==> src/dsc_pkg.sv <==
// Shared constants and types for the display serial command slave
package dsc_pkg;
  // Timing: system clock and internal sequence lengths
  localparam int CLK_PERIOD_NS = 25;
  localparam int RST_SEQ_NS = 100000;
  localparam int RST_SEQ_CYC = (RST_SEQ_NS + CLK_PERIOD_NS - 1) / CLK_PERIOD_NS;
  localparam int OP_TIME_NS = 10000;
  localparam int OP_CYC = (OP_TIME_NS + CLK_PERIOD_NS - 1) / CLK_PERIOD_NS;
  localparam int TMR_W = 12;
  // Serial framing
  localparam int BIT_CNT_W = 3;
  localparam logic [2:0] LAST_BIT = 3'h7;
  localparam int PIPE_DEPTH = 3;
  localparam int ADDR_W = 15;
  localparam int ADDR_ARGS = 2;
  // Pin synchroniser layout and idle levels
  localparam int PIN_W = 4;
  localparam int PIN_RST_N = 3;
  localparam int PIN_CS_N = 2;
  localparam int PIN_SCK = 1;
  localparam int PIN_SDI = 0;
  localparam logic [3:0] PIN_IDLE = 4'hc;
  // Command codes (values arbitrary)
  localparam logic [7:0] CMD_UPD_WHOLE = 8'h10;
  localparam logic [7:0] CMD_UPD_ROWS = 8'h11;
  localparam logic [7:0] CMD_SLEEP = 8'h20;
  localparam logic [7:0] CMD_SOFT_RESET = 8'h21;
  // Status byte returned with every byte
  typedef struct packed {
    logic busy;
    logic [5:0] rsvd;
    logic awake;
  } dsc_status_t;
  localparam logic [7:0] STATUS_RST = 8'h80;
  // Display update request to the panel driver
  typedef struct packed {
    logic strobe;
    logic whole;
    logic [ADDR_W-1:0] addr;
  } dsc_update_t;
  // Control states, one-hot
  typedef enum logic [3:0] {
    ST_HOLD = 4'h1,
    ST_RSTSEQ = 4'h2,
    ST_IDLE = 4'h4,
    ST_EXEC = 4'h8
  } dsc_state_t;
endpackage

==> src/dsc_slave.sv <==
// Serial command slave front end of a bistable display module
`timescale 1ns/10ps
`default_nettype none
// What this block does
// - Serial input bits are ignored while chip select is high.
// - Serial output is released whenever chip select is high.
// - Input sampled on clock falling edge, output changed on rising edge.
// - Select falling starts a packet; first byte is command, then arguments.
// - Bytes travel most significant bit first in both directions.
// - One output byte per input byte; byte 0 goes with the command.
// - Reset pin low aborts and holds; release runs reset then sleeps.
// - Busy is high while a command runs and during the reset sequence.
// - Busy after a command drops only once select has risen; reset ends freely; ready when busy falls.
// - Status byte returned with every byte; top bit is busy.
// - Cleared busy bit appears three status bytes after completion.
// - Writing image memory never updates the panel; only update commands.
// - Update commands carry a start address anywhere in image memory.
// - Sleep turns the bias supply off and keeps image memory.
// - Same reset sequence runs at power-on and on software reset.
module dsc_slave #(
  parameter int RST_CYC = dsc_pkg::RST_SEQ_CYC,
  parameter int OP_CYCLES = dsc_pkg::OP_CYC
) (
  input wire logic clk_i,
  input wire logic reset_i,
  input wire logic serial_clk_i,
  input wire logic serial_in_i,
  input wire logic select_n_i,
  input wire logic reset_pin_n_i,
  output logic serial_out_o,
  output logic serial_out_oe_o,
  output logic busy_o,
  output logic bias_source_supply_o,
  output dsc_pkg::dsc_update_t update_o
);
  localparam logic [dsc_pkg::TMR_W-1:0] RST_LOAD =
    dsc_pkg::TMR_W'(RST_CYC - 1);
  localparam logic [dsc_pkg::TMR_W-1:0] OP_LOAD =
    dsc_pkg::TMR_W'(OP_CYCLES - 1);

  ////////////////////////////////////////////////////////////////////////////
  // Pin synchronisers and edge detection
  logic [dsc_pkg::PIN_W-1:0] pins_s;
  logic sck_s, cs_s, sdi_s, rst_pin_s;
  logic sck_prev_ff, cs_prev_ff;
  logic sck_rise, sck_fall, cs_rise, cs_fall, sel_act, byte_done;
  logic [7:0] rx_byte;

  dsc_sync #(
    .W(dsc_pkg::PIN_W),
    .RST_VAL(dsc_pkg::PIN_IDLE)
  ) u_sync (
    .clk_i(clk_i),
    .reset_i(reset_i),
    .async_i({reset_pin_n_i, select_n_i, serial_clk_i, serial_in_i}),
    .sync_o(pins_s)
  );

  assign rst_pin_s = pins_s[dsc_pkg::PIN_RST_N];
  assign cs_s = pins_s[dsc_pkg::PIN_CS_N];
  assign sck_s = pins_s[dsc_pkg::PIN_SCK];
  assign sdi_s = pins_s[dsc_pkg::PIN_SDI];

  ////////////////////////////////////////////////////////////////////////////
  // Shift engine state
  dsc_pkg::dsc_state_t state_ff, nxt_state;
  logic [dsc_pkg::BIT_CNT_W-1:0] bitcnt_ff, nxt_bitcnt;
  logic [7:0] rx_ff, nxt_rx, tx_ff, nxt_tx;
  logic [7:0] pipe_ff [dsc_pkg::PIPE_DEPTH];
  logic [7:0] nxt_pipe [dsc_pkg::PIPE_DEPTH];
  logic first_ff, nxt_first, oe_ff, nxt_oe;
  dsc_pkg::dsc_status_t status;

  // Edges of the sampled link clock and select
  assign sck_rise = sck_s & ~sck_prev_ff;
  assign sck_fall = ~sck_s & sck_prev_ff;
  assign cs_rise = cs_s & ~cs_prev_ff;
  assign cs_fall = ~cs_s & cs_prev_ff;
  assign sel_act = ~cs_s & (state_ff != dsc_pkg::ST_HOLD);
  assign byte_done = sel_act & sck_fall & (bitcnt_ff == dsc_pkg::LAST_BIT);
  assign rx_byte = {rx_ff[6:0], sdi_s};

  // Next values of the shift engine
  always_comb begin
    nxt_bitcnt = bitcnt_ff;
    nxt_rx = rx_ff;
    nxt_tx = tx_ff;
    nxt_pipe = pipe_ff;
    nxt_first = first_ff;
    nxt_oe = sel_act;
    if (!sel_act) begin
      nxt_bitcnt = '0;
    end else begin
      if (sck_fall) begin
        nxt_rx = rx_byte;
        nxt_bitcnt = bitcnt_ff + 3'h1;
      end
      if (sck_rise) begin
        // First rise of each byte loads the oldest status, later ones shift
        nxt_tx = (bitcnt_ff == '0) ? pipe_ff[dsc_pkg::PIPE_DEPTH-1] :
          {tx_ff[6:0], 1'b0};
      end
    end
    if (cs_fall) begin
      nxt_first = 1'b1;
    end
    if (byte_done) begin
      nxt_first = 1'b0;
      nxt_pipe[0] = status;
      for (int i = 1; i < dsc_pkg::PIPE_DEPTH; i++) begin
        nxt_pipe[i] = pipe_ff[i-1];
      end
    end
  end

  // Shift engine registers
  always_ff @(posedge clk_i or posedge reset_i) begin
    if (reset_i) begin
      sck_prev_ff <= 1'b0;
      cs_prev_ff <= 1'b1;
      bitcnt_ff <= '0;
      rx_ff <= '0;
      tx_ff <= dsc_pkg::STATUS_RST;
      first_ff <= 1'b0;
      oe_ff <= 1'b0;
      for (int i = 0; i < dsc_pkg::PIPE_DEPTH; i++) begin
        pipe_ff[i] <= dsc_pkg::STATUS_RST;
      end
    end else begin
      sck_prev_ff <= sck_s;
      cs_prev_ff <= cs_s;
      bitcnt_ff <= nxt_bitcnt;
      rx_ff <= nxt_rx;
      tx_ff <= nxt_tx;
      first_ff <= nxt_first;
      oe_ff <= nxt_oe;
      pipe_ff <= nxt_pipe;
    end
  end

  ////////////////////////////////////////////////////////////////////////////
  // Command control state
  logic [dsc_pkg::TMR_W-1:0] tmr_ff, nxt_tmr;
  logic [7:0] cmd_ff, nxt_cmd;
  logic [15:0] addr_ff, nxt_addr;
  logic [1:0] argn_ff, nxt_argn;
  logic ended_ff, nxt_ended, bias_ff, nxt_bias;
  dsc_pkg::dsc_update_t upd_ff, nxt_upd;

  // Status: busy while the operation or reset still runs
  always_comb begin
    status = '0;
    status.busy = (state_ff == dsc_pkg::ST_HOLD) |
      (state_ff == dsc_pkg::ST_RSTSEQ) |
      ((state_ff == dsc_pkg::ST_EXEC) & (tmr_ff != '0));
    status.awake = bias_ff;
  end

  // Next values of the command controller
  always_comb begin
    nxt_state = state_ff;
    nxt_tmr = tmr_ff;
    nxt_cmd = cmd_ff;
    nxt_addr = addr_ff;
    nxt_argn = argn_ff;
    nxt_ended = ended_ff;
    nxt_bias = bias_ff;
    nxt_upd = upd_ff;
    nxt_upd.strobe = 1'b0;
    unique case (state_ff)
      dsc_pkg::ST_HOLD: begin
        if (rst_pin_s) begin
          nxt_state = dsc_pkg::ST_RSTSEQ;
          nxt_tmr = RST_LOAD;
        end
      end
      dsc_pkg::ST_RSTSEQ: begin
        if (tmr_ff == '0) begin
          nxt_state = dsc_pkg::ST_IDLE;
          nxt_bias = 1'b0;
        end else begin
          nxt_tmr = tmr_ff - 1'b1;
        end
      end
      dsc_pkg::ST_IDLE: begin
        if (byte_done && first_ff) begin
          nxt_state = dsc_pkg::ST_EXEC;
          nxt_cmd = rx_byte;
          nxt_tmr = OP_LOAD;
          nxt_argn = '0;
          nxt_ended = 1'b0;
        end
      end
      dsc_pkg::ST_EXEC: begin
        if (tmr_ff != '0) begin
          nxt_tmr = tmr_ff - 1'b1;
        end
        if (byte_done && argn_ff < 2'(dsc_pkg::ADDR_ARGS)) begin
          nxt_addr = {addr_ff[7:0], rx_byte};
          nxt_argn = argn_ff + 2'h1;
        end
        if (cs_rise) begin
          nxt_ended = 1'b1;
        end
        // Completion waits for the packet to be closed by select
        if (tmr_ff == '0 && ended_ff) begin
          nxt_state = dsc_pkg::ST_IDLE;
          unique case (cmd_ff)
            dsc_pkg::CMD_UPD_WHOLE, dsc_pkg::CMD_UPD_ROWS: begin
              nxt_upd.strobe = 1'b1;
              nxt_upd.whole = (cmd_ff == dsc_pkg::CMD_UPD_WHOLE);
              nxt_upd.addr = addr_ff[dsc_pkg::ADDR_W-1:0];
              nxt_bias = 1'b1;
            end
            dsc_pkg::CMD_SLEEP: begin
              nxt_bias = 1'b0;
            end
            dsc_pkg::CMD_SOFT_RESET: begin
              nxt_state = dsc_pkg::ST_RSTSEQ;
              nxt_tmr = RST_LOAD;
            end
            default: begin
              nxt_bias = bias_ff;
            end
          endcase
        end
      end
    endcase
    // Reset pin low aborts whatever runs
    if (!rst_pin_s) begin
      nxt_state = dsc_pkg::ST_HOLD;
      nxt_upd.strobe = 1'b0;
    end
  end

  // Command controller registers; power-on starts the reset sequence
  always_ff @(posedge clk_i or posedge reset_i) begin
    if (reset_i) begin
      state_ff <= dsc_pkg::ST_RSTSEQ;
      tmr_ff <= RST_LOAD;
      cmd_ff <= '0;
      addr_ff <= '0;
      argn_ff <= '0;
      ended_ff <= 1'b0;
      bias_ff <= 1'b0;
      upd_ff <= '0;
    end else begin
      state_ff <= nxt_state;
      tmr_ff <= nxt_tmr;
      cmd_ff <= nxt_cmd;
      addr_ff <= nxt_addr;
      argn_ff <= nxt_argn;
      ended_ff <= nxt_ended;
      bias_ff <= nxt_bias;
      upd_ff <= nxt_upd;
    end
  end

  // Outputs
  assign serial_out_o = tx_ff[7];
  assign serial_out_oe_o = oe_ff;
  assign busy_o = (state_ff != dsc_pkg::ST_IDLE);
  assign bias_source_supply_o = bias_ff;
  assign update_o = upd_ff;
endmodule
`default_nettype wire

==> src/dsc_sync.sv <==
// Two-flop synchroniser for a group of asynchronous pins
`timescale 1ns/10ps
`default_nettype none
module dsc_sync #(
  parameter int W = 4,
  parameter logic [W-1:0] RST_VAL = '0
) (
  input wire logic clk_i,
  input wire logic reset_i,
  input wire logic [W-1:0] async_i,
  output logic [W-1:0] sync_o
);
  logic [W-1:0] meta_ff;
  logic [W-1:0] sync_ff;

  // One two-stage chain per pin
  for (genvar g = 0; g < W; g++) begin : g_bit
    always_ff @(posedge clk_i or posedge reset_i) begin
      if (reset_i) begin
        meta_ff[g] <= RST_VAL[g];
        sync_ff[g] <= RST_VAL[g];
      end else begin
        meta_ff[g] <= async_i[g];
        sync_ff[g] <= meta_ff[g];
      end
    end
  end

  assign sync_o = sync_ff;
endmodule
`default_nettype wire

==> config.mk <==
export PLATFORM = sky130hd
export DESIGN_NAME = dsc_slave
export DESIGN_NICKNAME = d
export VERILOG_FILES = /design/src/dsc_pkg.sv /design/src/dsc_slave.sv /design/src/dsc_sync.sv
export SDC_FILE = /design/constraint.sdc
export NUM_CORES = 1
export LEC_CHECK = 0
export BUFFER_PORTS_ARGS = -buffer_cell sky130_fd_sc_hd__buf_2
export CELL_PAD_IN_SITES_DETAIL_PLACEMENT = 2
export CELL_PAD_IN_SITES_GLOBAL_PLACEMENT = 2
export CORE_MARGIN = 2
export CORE_UTILIZATION = 39
export CTS_CLUSTER_DIAMETER = 100
export DETAILED_ROUTE_END_ITERATION = 7
export PLACE_DENSITY_LB_ADDON = 0.3
export RECOVER_POWER = 100
export SYNTH_ARGS = -nofsm -noshare
export SYNTH_HDL_FRONTEND = slang
export SYNTH_SLANG_ARGS = --single-unit
==> constraint.sdc <==
create_clock -name clk_i -period 8.5 [get_ports clk_i]
set_input_delay 1.275 -clock clk_i [delete_from_list [all_inputs] [get_ports clk_i]]
set_output_delay 1.275 -clock clk_i [all_outputs]
set_load 0.005 [all_outputs]
After elaboration in Yosys (flattened, before gate mapping). Index checks and enable logic that the tools add are counted.

Register bits after elaboration: 96. Latch bits: 0. Memory bits (writable): 0. Memory bits (read-only): 0. Input bits: 6. Output and inout port bits: 21. Logic and storage cells: 121. Memories kept: 0.

Add/subtract/negate cells: 3. $mul: 0. Div/mod/pow operators: 0. $lt $le $gt $ge: 1. Equality and inequality tests: 23. Shifts and indexed selects: 0. Muxes and demuxes: 32. Bitwise gates (word level): 14. Reduce and logical (&&, ||, !) cells: 20.

Operator list (number): 2-to-1 mux 12 bit (6); 2-to-1 mux 17 bit (3); case mux 12 bit (4 select lines) (1); equality test 8 x 5 -> 1 bit, second input constant (2); equality test 8 x 6 -> 1 bit, second input constant (2); 2-to-1 mux 4 bit (4); case mux 4 bit (4 select lines) (1); AND reduction 3 bit (5); logical NOT 12 bit (1); nonzero test 12 bit (1); subtractor 12 x 1 -> 12 bit, second input constant (1); 2-to-1 mux 3 bit (3); inequality test 3 bit, second input constant (3); AND 1 bit (8); 2-to-1 mux 8 bit (1); inequality test 2 x 1 -> 1 bit, second input constant (4); inequality test 2 bit, second input constant (4); AND reduction 2 bit (4); 2-to-1 mux 1 bit (7); case mux 1 bit (2 select lines) (3); nonzero test 2 bit (3); equality test 4 x 1 -> 1 bit, second input constant (1); equality test 4 x 2 -> 1 bit, second input constant (1); equality test 4 x 3 -> 1 bit, second input constant (1); 16 further kinds (23).

Depth between registers and ports, before layout. Gate-level depths: netlist of run 1.

Depth in word-level cells: 8. Mapped depth: 8. Depth with buffers taken out: 7.

By module. From an unflattened synthesis of run 1, not the netlist that was laid out.

Cells, all modules: 346. Area, all modules: 4201.5 sq um.

By module, submodules not included: dsc_slave (instances 1, cells an instance 337, area each 3992.6 sq um, sequential area each 2222.1 sq um); dsc_sync (instances 1, cells an instance 9, area each 209.0 sq um, sequential area each 205.2 sq um).

Least setup slack after synthesis of run 1. No wires, ideal clock.

Kind: reg2reg. Start point: register tmr_ff[0] in the netlist's numbering. End point: register upd_ff (netlist bit update_o[10]). Library setup time: 0.125 ns. Arrival: 2.332 ns. Data required time: 8.375 ns. Slack: 6.043 ns. Cell stages (with the launch flop): 9. Buffers on the path: 1. Period minus slack after synthesis: 2.457 ns. Cells stage by stage: dfstp_2 -> inv_1 -> ha_1 -> or4b_1 -> or4_4 -> nor2_4 -> nand3_4 -> buf_6 -> mux2_4.

Word-level cells in the longest chain between the ends: 3.

RTL lines: start: declaration (line dsc_slave.sv:143) `logic [dsc_pkg::TMR_W-1:0] tmr_ff, nxt_tmr;`; start signal: assignment (line dsc_slave.sv:249) `tmr_ff <= nxt_tmr;`; logical NOT 12 bit (line dsc_slave.sv:206) `if (tmr_ff == '0 && ended_ff) begin`; logical AND 1 bit (line dsc_slave.sv:206); AND reduction 3 bit (no line); end signal: assignment (line dsc_slave.sv:255) `upd_ff <= nxt_upd;`; end: declaration (line dsc_slave.sv:148) `dsc_pkg::dsc_update_t upd_ff, nxt_upd;`.

No other way between the ends. A chain may end at the register's enable or synchronous reset.

==> metrics, run 1 <==
CP bufs+invs 3; share of layout cells above drive strength 1 27.8%; Compound-Gate Fraction of Synth Area 8.73%; cts hold-fix bufs 0; Comb pwr share 7.6%; fin crit share 56.6%; setup slack, reg-to-reg 4.77 ns; switching portion of total power 26.4%; first-pass GRT wire length 16,800 um; I/O pins 27; final core occ 44.1%; final setup vio count 0; Post-Synth Adder-Cell Area 1.49%; status finished, violations left; Worst-path clk slew 0.10 ns; Arr. time, crit path 4.66 ns; top_reg_cell synth dfrtp_1; Wirelength per Cell 19.1 um; Pint 654 uW; initial antenna violation count 0; Sw Pwr 234 uW; minimum clock period 4.81 ns; clock sink count 96; Hold Slack 0.366 ns; syn_area_per_cell 12.2 um2; register area share after synthesis 57.6%; initial DRC count 79; worst slew pin tran 2.88 ns; CTS Buffer Depth 2; fraction of registers with async set/reset 100%; Final TNS setup 0 ns; PD cells 193 nW/um2; crit path capture type asynchronous set/reset pin; number of placement rows 37; Final Max Tran Viols 136; VDD IR-drop max 0.0912 mV; Simple-Gate Fraction of Synth Area 12.9%; die width 108 um; Post-Synth XOR/XNOR Area 0.208%; first-pass detailed-route iteration total 4; Remaining Overflow, GRT 0; Post-synth EDFFs 0; Max-slew headroom -92.0%; worst min path class reg2reg; Yosys reg bits 96; H-tree depth 3; GP Congestion 0.803; DIE AREA 11,600 um2; Post-Syn Nets 355; vias per cell 5.46; total CTS buffers 9; Static Leak 0.00215 uW; Synth warnings 0; diode count 0; Clk pwr share 34.6%; critical path's top delay family buffers and inverters; antenna-violating nets left 0; Worst Path Required 8.35 ns; unrepaired setup endpoints after global routing no; Core ar. 10,400 um2; post-synthesis cell type count 48; critical path class in2async; f_max 208 MHz; Worst-Skew Late Latency 0.37 ns; failing checks capacitance limit, slew limit; CTS tree yes; startpoint types input port; synthesized area 4210 um2; setup bufs post-CTS 0; total wire length 9840 um; Flop pwr share 57.9%; Vert. Die Dim 108 um; Post-Syn Instances 344; critical path peak fanout 53; Worst path max stage delay 2.13 ns; post-synthesis mux area share 15.4%; CP max stage cell clkbuf_1; FILL cells 1,095; DR vias 2,805; Fin. Hold Viols 0; Layout area overhead 9.06%; nets@finish 384; largest family of logic cells by synthesized area multiplexers; vias in the first global route 3,136; Initial Utilization 40.4%; IO buf count 26; CTS resizes 0; Setup Skew 0.0133 ns; Root Driver clkbuf_8; Max-Cap Viols 5; crit-path cells buf_2, clkinvlp_2, clkbuf_1; # DRC 0; hpwl dp 6780 um; GRT Util Overall 18.7%; largest net degree at the start of global routing 54
-- layer usage --
metal | part of all wire (%) | track usage, % | vias up
met5 | 0 | 0 | -
met4 | 1.7 | 6.87 | 0
met3 | 2.7 | 3.44 | 15
met2 | 49 | 30.0 | 38
met1 | 46 | 25.4 | 1462
li1 | - | - | 1290
-- flip-flops by register name (all words and copies together) (netlist names), 2 cells and up --
| name | cells |
|---|---|
| pipe_ff | 6 |
| cmd_ff | 8 |
| u_sync.sync_o | 4 |
| tmr_ff | 12 |
| addr_ff | 15 |
| update_o | 17 |
| u_sync.meta_ff | 4 |
| argn_ff | 2 |
| tx_ff | 8 |
| rx_ff | 7 |
| bitcnt_ff | 3 |
| state_ff | 4 |
-- power groups by stage --
stage                     combinational (uW)  clock, uW  sequential (uW)
after floorplan                         51.7          0              512
after global placement                  65.5          0              522
after detailed placement                69.9          0              523
after CTS                               70.3        318              515
after global routing                    76.5        336              520
final                                   67.1        307              514
-- worst register-to-register path: stages, from the launching register on --
cell and delay [ns]:
dfrtp_1 0.49, nor4b_1 1.67, o22ai_1 0.67, nor3_1 0.59, a221o_1 0.25
-- worst paths after layout --
kind,start,end,cells after the start
max,reset_i,update_o[0],3
min,u_sync.meta_ff[3],u_sync.sync_o[3],0
max reg2reg,state_ff[2],tmr_ff[5],4
min reg2reg,u_sync.meta_ff[3],u_sync.sync_o[3],0
max in group clk_i,state_ff[2],tmr_ff[5],4
min in group asynchronous,reset_i,tx_ff[2],2
-- cell type report --
type,count,area [um2],area share (%)
clock buffers,10,128,2.78
clock inverters,6,68.8,1.50
multi-input cells,211,1560,34.0
flip-flops and latches,96,2430,52.8
inverters,25,95.1,2.07
well taps,136,170,3.70
repair buffers,30,141,3.08
-- logic make-up (layout without fill, tap and decap cells) --
| family | Yosys count | in the layout |
|---|---|---|
| fa+ha+maj | 5 | 5 |
| mux | 55 | 55 |
| flops | 96 | 96 |
| xor+xnor | 1 | 1 |
| simple gates | 88 | 88 |
| buf+inv | 37 | 71 |
| compound gates | 62 | 62 |
-- Yosys cell counts, drive strengths merged (8+ instances only) --
master | number | area, um2
mux2 | 51 | 608
a21oi | 20 | 100
inv | 25 | 93.8
dfrtp | 76 | 1900
o21ai | 20 | 100
o22ai | 8 | 56.3
dfstp | 20 | 526
nand3 | 17 | 97.6
nand2 | 11 | 41.3
nor2 | 18 | 75.1
-- cell usage in the layout, fill, tap and decap left out, drive strengths merged, types with 5 or more instances in the layout --
cell	Yosys	routed
o21ai	20	20
nor4	5	5
buf	6	19
nor4b	6	6
nand3	17	17
clkbuf	6	21
inv	25	26
or4b	6	6
mux2	51	51
dfrtp	76	76
nand2	11	11
o22ai	8	8
nor2	18	18
a21oi	20	20
or4	5	5
dfstp	20	20
ha	5	5
-- metrics by stage --
stage / total power [uW] / cell area (um2) / cells / worst slack, ns
finish: 888 / 4590 / 514 / 3.69
global route: 933 / 4590 / 514 / 2.97
CTS: 903 / 4690 / 514 / 5.47
detailed placement: 593 / 4490 / 498 / 5.68
global placement: 587 / 4490 / 498 / 5.83
floorplan: 564 / 4210 / 344 / 4.75
Note: power is estimated with default switching activity, not from simulation.
==> inputs of run 2 (changes only) <==
Clock period 8.5 ns to 4.65 ns, I/O delays scaled along.
==> run 2 against run 1 <==
The flow still finishes with violations (capacitance limit, slew limit). Via count up 0.36%. Count of clock-buffer cells in the layout down 1. Register-to-register slack worse by 3.5 ns. Critical path depth up 4. Utilization up 0.14 points. Sequential share of layout area down 0.17 points. Final area up 0.33%. Critical path type is now reg2reg. Critical endpoint is now update_o[10]. Largest cell class unchanged. Highest routed layer unchanged.
==> metrics, run 2 (synthesized netlist as in run 1, its figures left out) <==
Max-Cap Viols 1 (-4); Core ar. 10,400 um2 (unchanged); H-tree depth 3 (unchanged); initial DRC count 60 (-24%); Critical R2R Capture update_o[10]; status finished, violations left; vias in the first global route 3,142 (+0.19%); share of layout cells above drive strength 1 29.2% (+1.4 points); GP Congestion 0.702 (-13%); CTS tree yes; Max-slew headroom -103% (-11 points); I/O pins 27 (unchanged); fin crit share 72.2%; most common cell after layout, fill and taps aside dfrtp_1; critical path peak fanout 16 (-70%); DIE AREA 11,600 um2 (unchanged); minimum clock period 3.36 ns; PD cells 347 nW/um2 (+79%); DR vias 2,815 (+0.36%); Crit Reg-Reg Startpoint tmr_ff[0]; Crit. path cell count 7 (+4); final core occ 44.3% (+0.14 points); commonest non-fill, non-tap cells in the layout dfrtp_1, mux2_2, inv_1, o21ai_0, a21oi_1; Worst-Skew Late Latency 0.38 ns (about the same); GRT Util Overall 18.7% (+0.023 points); Clk pwr share 33.3% (-1.3 points); CP max stage cell nand3_1; Flop pwr share 58.9% (+1.0 points); critical path class reg2reg; antenna-violating nets left 0 (unchanged); # DRC 0 (unchanged); number of placement rows 37 (unchanged); max reg flops 17 (unchanged); Setup Skew 0.0151 ns (+0.00175 ns); crit path capture type flop; Initial Utilization 40.4% (unchanged); Worst path max stage delay 0.68 ns (-1.45 ns); CP bufs+invs 1 (-2); first-pass GRT wire length 16,800 um (unchanged); Static Leak 0.00216 uW (+0.41%); worst min path class reg2reg; CTS resizes 0 (unchanged); total wire length 9790 um (-0.47%); cts hold-fix bufs 0 (unchanged); hpwl dp 6650 um (-1.8%); setup slack, reg-to-reg 1.29 ns (-3.48 ns); crit-path cells inv_1, ha_1, or4b_1, or4_1, nor2_1, nand3_1, mux2_1; hold depth 0 (unchanged); Worst Path Required 4.92 ns (-3.43 ns); IO buf count 26 (unchanged); Fin. Hold Viols 0 (unchanged); unrepaired setup endpoints after global routing no; Vert. Die Dim 108 um (unchanged); Pint 1150 uW (+76%); Worst-path clk slew 0.10 ns (about the same); setup bufs post-CTS 0 (unchanged); final setup vio count 0 (unchanged); Comb pwr share 7.8% (+0.2 points); Layout area overhead 9.41%; CTS Buffer Depth 2 (unchanged); failing checks capacitance limit, slew limit; vias per cell 5.46 (about the same); total CTS buffers 9 (unchanged); die width 108 um (unchanged); switching portion of total power 28.1% (+1.7 points); initial antenna violation count 0 (unchanged); Worst Hold End u_sync.sync_o[1]; first-pass detailed-route iteration total 4 (unchanged); Hold Slack 0.356 ns (-0.00979 ns); Final Max Tran Viols 70 (-49%); clock sink count 96 (unchanged); Arr. time, crit path 3.63 ns (-1.03 ns); largest net degree at the start of global routing 70 (+30%); VDD IR-drop max 0.147 mV (+61%); Final TNS setup 0 ns (unchanged); startpoint types flop; diode count 0 (unchanged); f_max 298 MHz; nets@finish 386 (+0.52%); Remaining Overflow, GRT 0 (unchanged); critical path's top delay family simple AND/OR/NAND/NOR gates; Wirelength per Cell 19.0 um (-0.85%); Root Driver clkbuf_8; worst slew pin tran 3.03 ns (+0.152 ns); Sw Pwr 449 uW (+92%); min-delay src u_sync.meta_ff[1]; r2r worst-path depth 7 (+3)
-- run 2: per-layer routing --
layer / GRT usage, % / wire length, um / up-vias
li1: - / - / 1295
met1: 24.4 / 4340 / 1463
met2: 31.5 / 5050 / 42
met3: 3.56 / 249 / 15
met4: 6.23 / 155 / 0
met5: 0 / 0 / -
-- run 2: worst max-delay path by stage --
| stage | from | endpoint | slack (ns) |
|---|---|---|---|
| floorplan | reset_i | addr_ff[0] | 1.48 |
| finish | tmr_ff[0] | update_o[10] | 1.29 |
| CTS | u_sync.sync_o[1] | addr_ff[5] | 1.75 |
| detailed placement | u_sync.sync_o[1] | addr_ff[4] | 1.84 |
| global placement | tmr_ff[0] | tmr_ff[5] | 1.95 |
| global route | tmr_ff[0] | update_o[5] | 1.06 |
-- run 2: stage by stage --
step	setup slack, ns	power (uW)	std cells	area [um2]
final	1.29	1600	516	4610
after CTS	1.75	1620	516	4690
after global placement	1.95	1070	500	4510
after floorplan	1.48	1030	344	4210
after detailed placement	1.84	1090	500	4510
after global routing	1.06	1670	516	4610
-- run 2: final cells by class --
class	count	area [um2]
fillers	1100	5810
flip-flops and latches	96	2430
multi-input cells	211	1580
well taps	136	170
repair buffers	32	154
clock buffers	9	124
inverters	25	95.1
clock inverters	7	62.6
-- run 2: power groups by stage --
stage,Combinational [uW],Clock (uW),Sequential (uW)
3_3_place_gp,120,0,954
5_1_grt,142,580,952
2_1_floorplan,94.5,0,936
4_1_cts,130,549,944
6_report,124,532,942
3_5_place_dp,128,0,959
==> inputs of run 3 (changes only) <==
Settings changed: CORE_UTILIZATION 39 to 37.
Clock period 4.65 ns to 2.95 ns, I/O delays scaled along.
==> run 3 against run 2 <==
Final cell count is 2.3% higher. Critical path type unchanged. Routed wire length is 5.1% higher. Clock skew decreased by 0.0096 ns. Die area is 5.2% higher. Power increased by 87%. Critical path depth fell by 2. The flow still finishes with violations (capacitance limit, slew limit). Register-to-register slack worse by 1.0 ns. Global-route usage fell by 0.43 points. Via count rose by 0.39%. Fmax up 24%. First-iteration DRC count grew 28%. Sequential power is 58% higher.
==> metrics, run 3 (synthesized netlist as in run 1, its figures left out) <==
r2r worst-path depth 5 (-2); PD cells 618 nW/um2 (+78%); critical path peak fanout 9 (-7); antenna-violating nets left 0 (unchanged); share of layout cells above drive strength 1 29.4% (+0.17 points); FILL cells 1,118 (+1.6%); diode count 0 (unchanged); most common cell after layout, fill and taps aside dfrtp_1; IO buf count 26 (unchanged); Worst setup endpoint addr_ff[1]; final setup vio count 0 (unchanged); Static Leak 0.00224 uW (+4.0%); Setup Skew 0.00552 ns (-0.00957 ns); nets@finish 394 (+2.1%); GP Congestion 0.770 (+9.8%); # DRC 0 (unchanged); Fin. Hold Viols 0 (unchanged); Worst-Skew Late Latency 0.35 ns (-0.03 ns); Wirelength per Cell 19.5 um (+2.7%); largest net degree at the start of global routing 48 (-31%); initial antenna violation count 0 (unchanged); number of placement rows 38 (+2.7%); VDD IR-drop max 0.396 mV (+170%); Arr. time, crit path 2.93 ns (-0.70 ns); total wire length 10,300 um (+5.1%); vias in the first global route 3,210 (+2.2%); Layout area overhead 14.6%; Crit Reg-Reg Startpoint state_ff[3]; Worst-path clk slew 0.07 ns (-0.03 ns); crit path capture type flop; first-pass detailed-route iteration total 4 (unchanged); f_max 370 MHz (+24%); critical path class reg2reg; Remaining Overflow, GRT 0 (unchanged); CP Launch Point state_ff[3]; Vert. Die Dim 111 um (+2.6%); DR vias 2,826 (+0.39%); startpoint types flop; failing checks capacitance limit, slew limit; CTS tree yes; Hold Slack 0.189 ns (-0.167 ns); Worst Path Required 3.18 ns (-1.74 ns); minimum clock period 2.70 ns (-0.660 ns); fin crit share 91.5% (+19 points); max reg flops 17 (unchanged); H-tree depth 3 (unchanged); fin cells 528 (+2.3%); Max-slew headroom -46.1% (+57 points); vias per cell 5.35 (-1.9%); total CTS buffers 9 (unchanged); initial DRC count 77 (+28%); cts hold-fix bufs 0 (unchanged); worst slew pin tran 2.18 ns (-0.852 ns); I/O pins 27 (unchanged); Max-Cap Viols 1 (unchanged); Initial Utilization 38.4% (-2.1 points); DIE AREA 12,300 um2 (+5.2%); GRT Util Overall 18.3% (-0.43 points); CTS Buffer Depth 2 (unchanged); Root Driver clkbuf_16; setup bufs post-CTS 0 (unchanged); status finished, violations left; Critical R2R Capture addr_ff[1]; hpwl dp 6900 um (+3.8%); commonest non-fill, non-tap cells in the layout dfrtp_1, mux2_2, inv_1, o21ai_0, a21oi_1; setup slack, reg-to-reg 0.25 ns (-1.04 ns); clock sink count 96 (unchanged); unrepaired setup endpoints after global routing no; # placed instances 512 (+2.4%); Final Max Tran Viols 47 (-33%); CTS resizes 0 (unchanged); Core ar. 11,000 um2 (+5.4%); first-pass GRT wire length 17,600 um (+5.2%); worst min path class in2reg; Final TNS setup 0 ns (unchanged); die width 111 um (+2.6%)
[run 3: cell types whose count changed in the layout (fill, tap and decap cells not counted), moves of 2 or more]
cell        change
clkbuf_16       +9
clkbuf_8        -9
buf_4           +5
clkbuf_1        +4
buf_2           -3
clkinv_4        -3
bufinv_16       +2
clkinvlp_4      +2
[run 3: layer usage]
layer / GRT usage, % / up-vias / part of all wire, %
li1: - / 1312 / -
met1: 22.7 / 1473 / 44
met2: 32.0 / 29 / 52
met5: 0 / - / 0
met4: 6.50 / 0 / 1.6
met3: 3.28 / 12 / 2.3
[run 3: metrics by stage]
step                power, uW  util (%)  setup WS (ns)  cell area, um2
floorplan                1620         -         0.0352            4210
global placement         1700      41.7          0.357            4580
detailed placement       1720      41.7          0.249            4580
CTS                      3030      44.7          0.229            4910
global route             3110      44.0         0.0720            4830
finish                   2980      44.0          0.250            4830
[run 3: how the worst min path moves through the flow]
stage | end | cells past startpoint | start
finish | u_sync.meta_ff[3] | 1 | reset_pin_n_i
global route | u_sync.meta_ff[2] | 1 | select_n_i
floorplan | u_sync.sync_o[0] | 0 | u_sync.meta_ff[0]
detailed placement | u_sync.sync_o[1] | 0 | u_sync.meta_ff[1]
global placement | u_sync.sync_o[0] | 0 | u_sync.meta_ff[0]
CTS | u_sync.meta_ff[2] | 1 | select_n_i
[run 3: final cells by class]
class                           instances  area, um2  area share (%)
Tap cell                              140        175            3.63
Sequential cell                        96       2430            50.3
Clock inverter                          7        103            2.12
Timing Repair Buffer                   40        216            4.48
Multi-Input combinational cell        211       1590            32.9
Inverter                               25       95.1            1.97
Clock buffer                            9        225            4.66
[run 3: power breakdown]
| part | switching (uW) | total [uW] | internal (uW) |
|---|---|---|---|
| logic | 119 | 206 | 87.1 |
| registers | 83.7 | 1490 | 1410 |
| clock network | 534 | 1290 | 753 |
[run 3: worst max-delay path: stages, from the launching register on]
cell      delay (ns)
dfrtp_1         0.46
or4b_2          0.73
nand3_1         0.12
clkbuf_1        0.36
or3_1           0.50
mux2_2          0.40
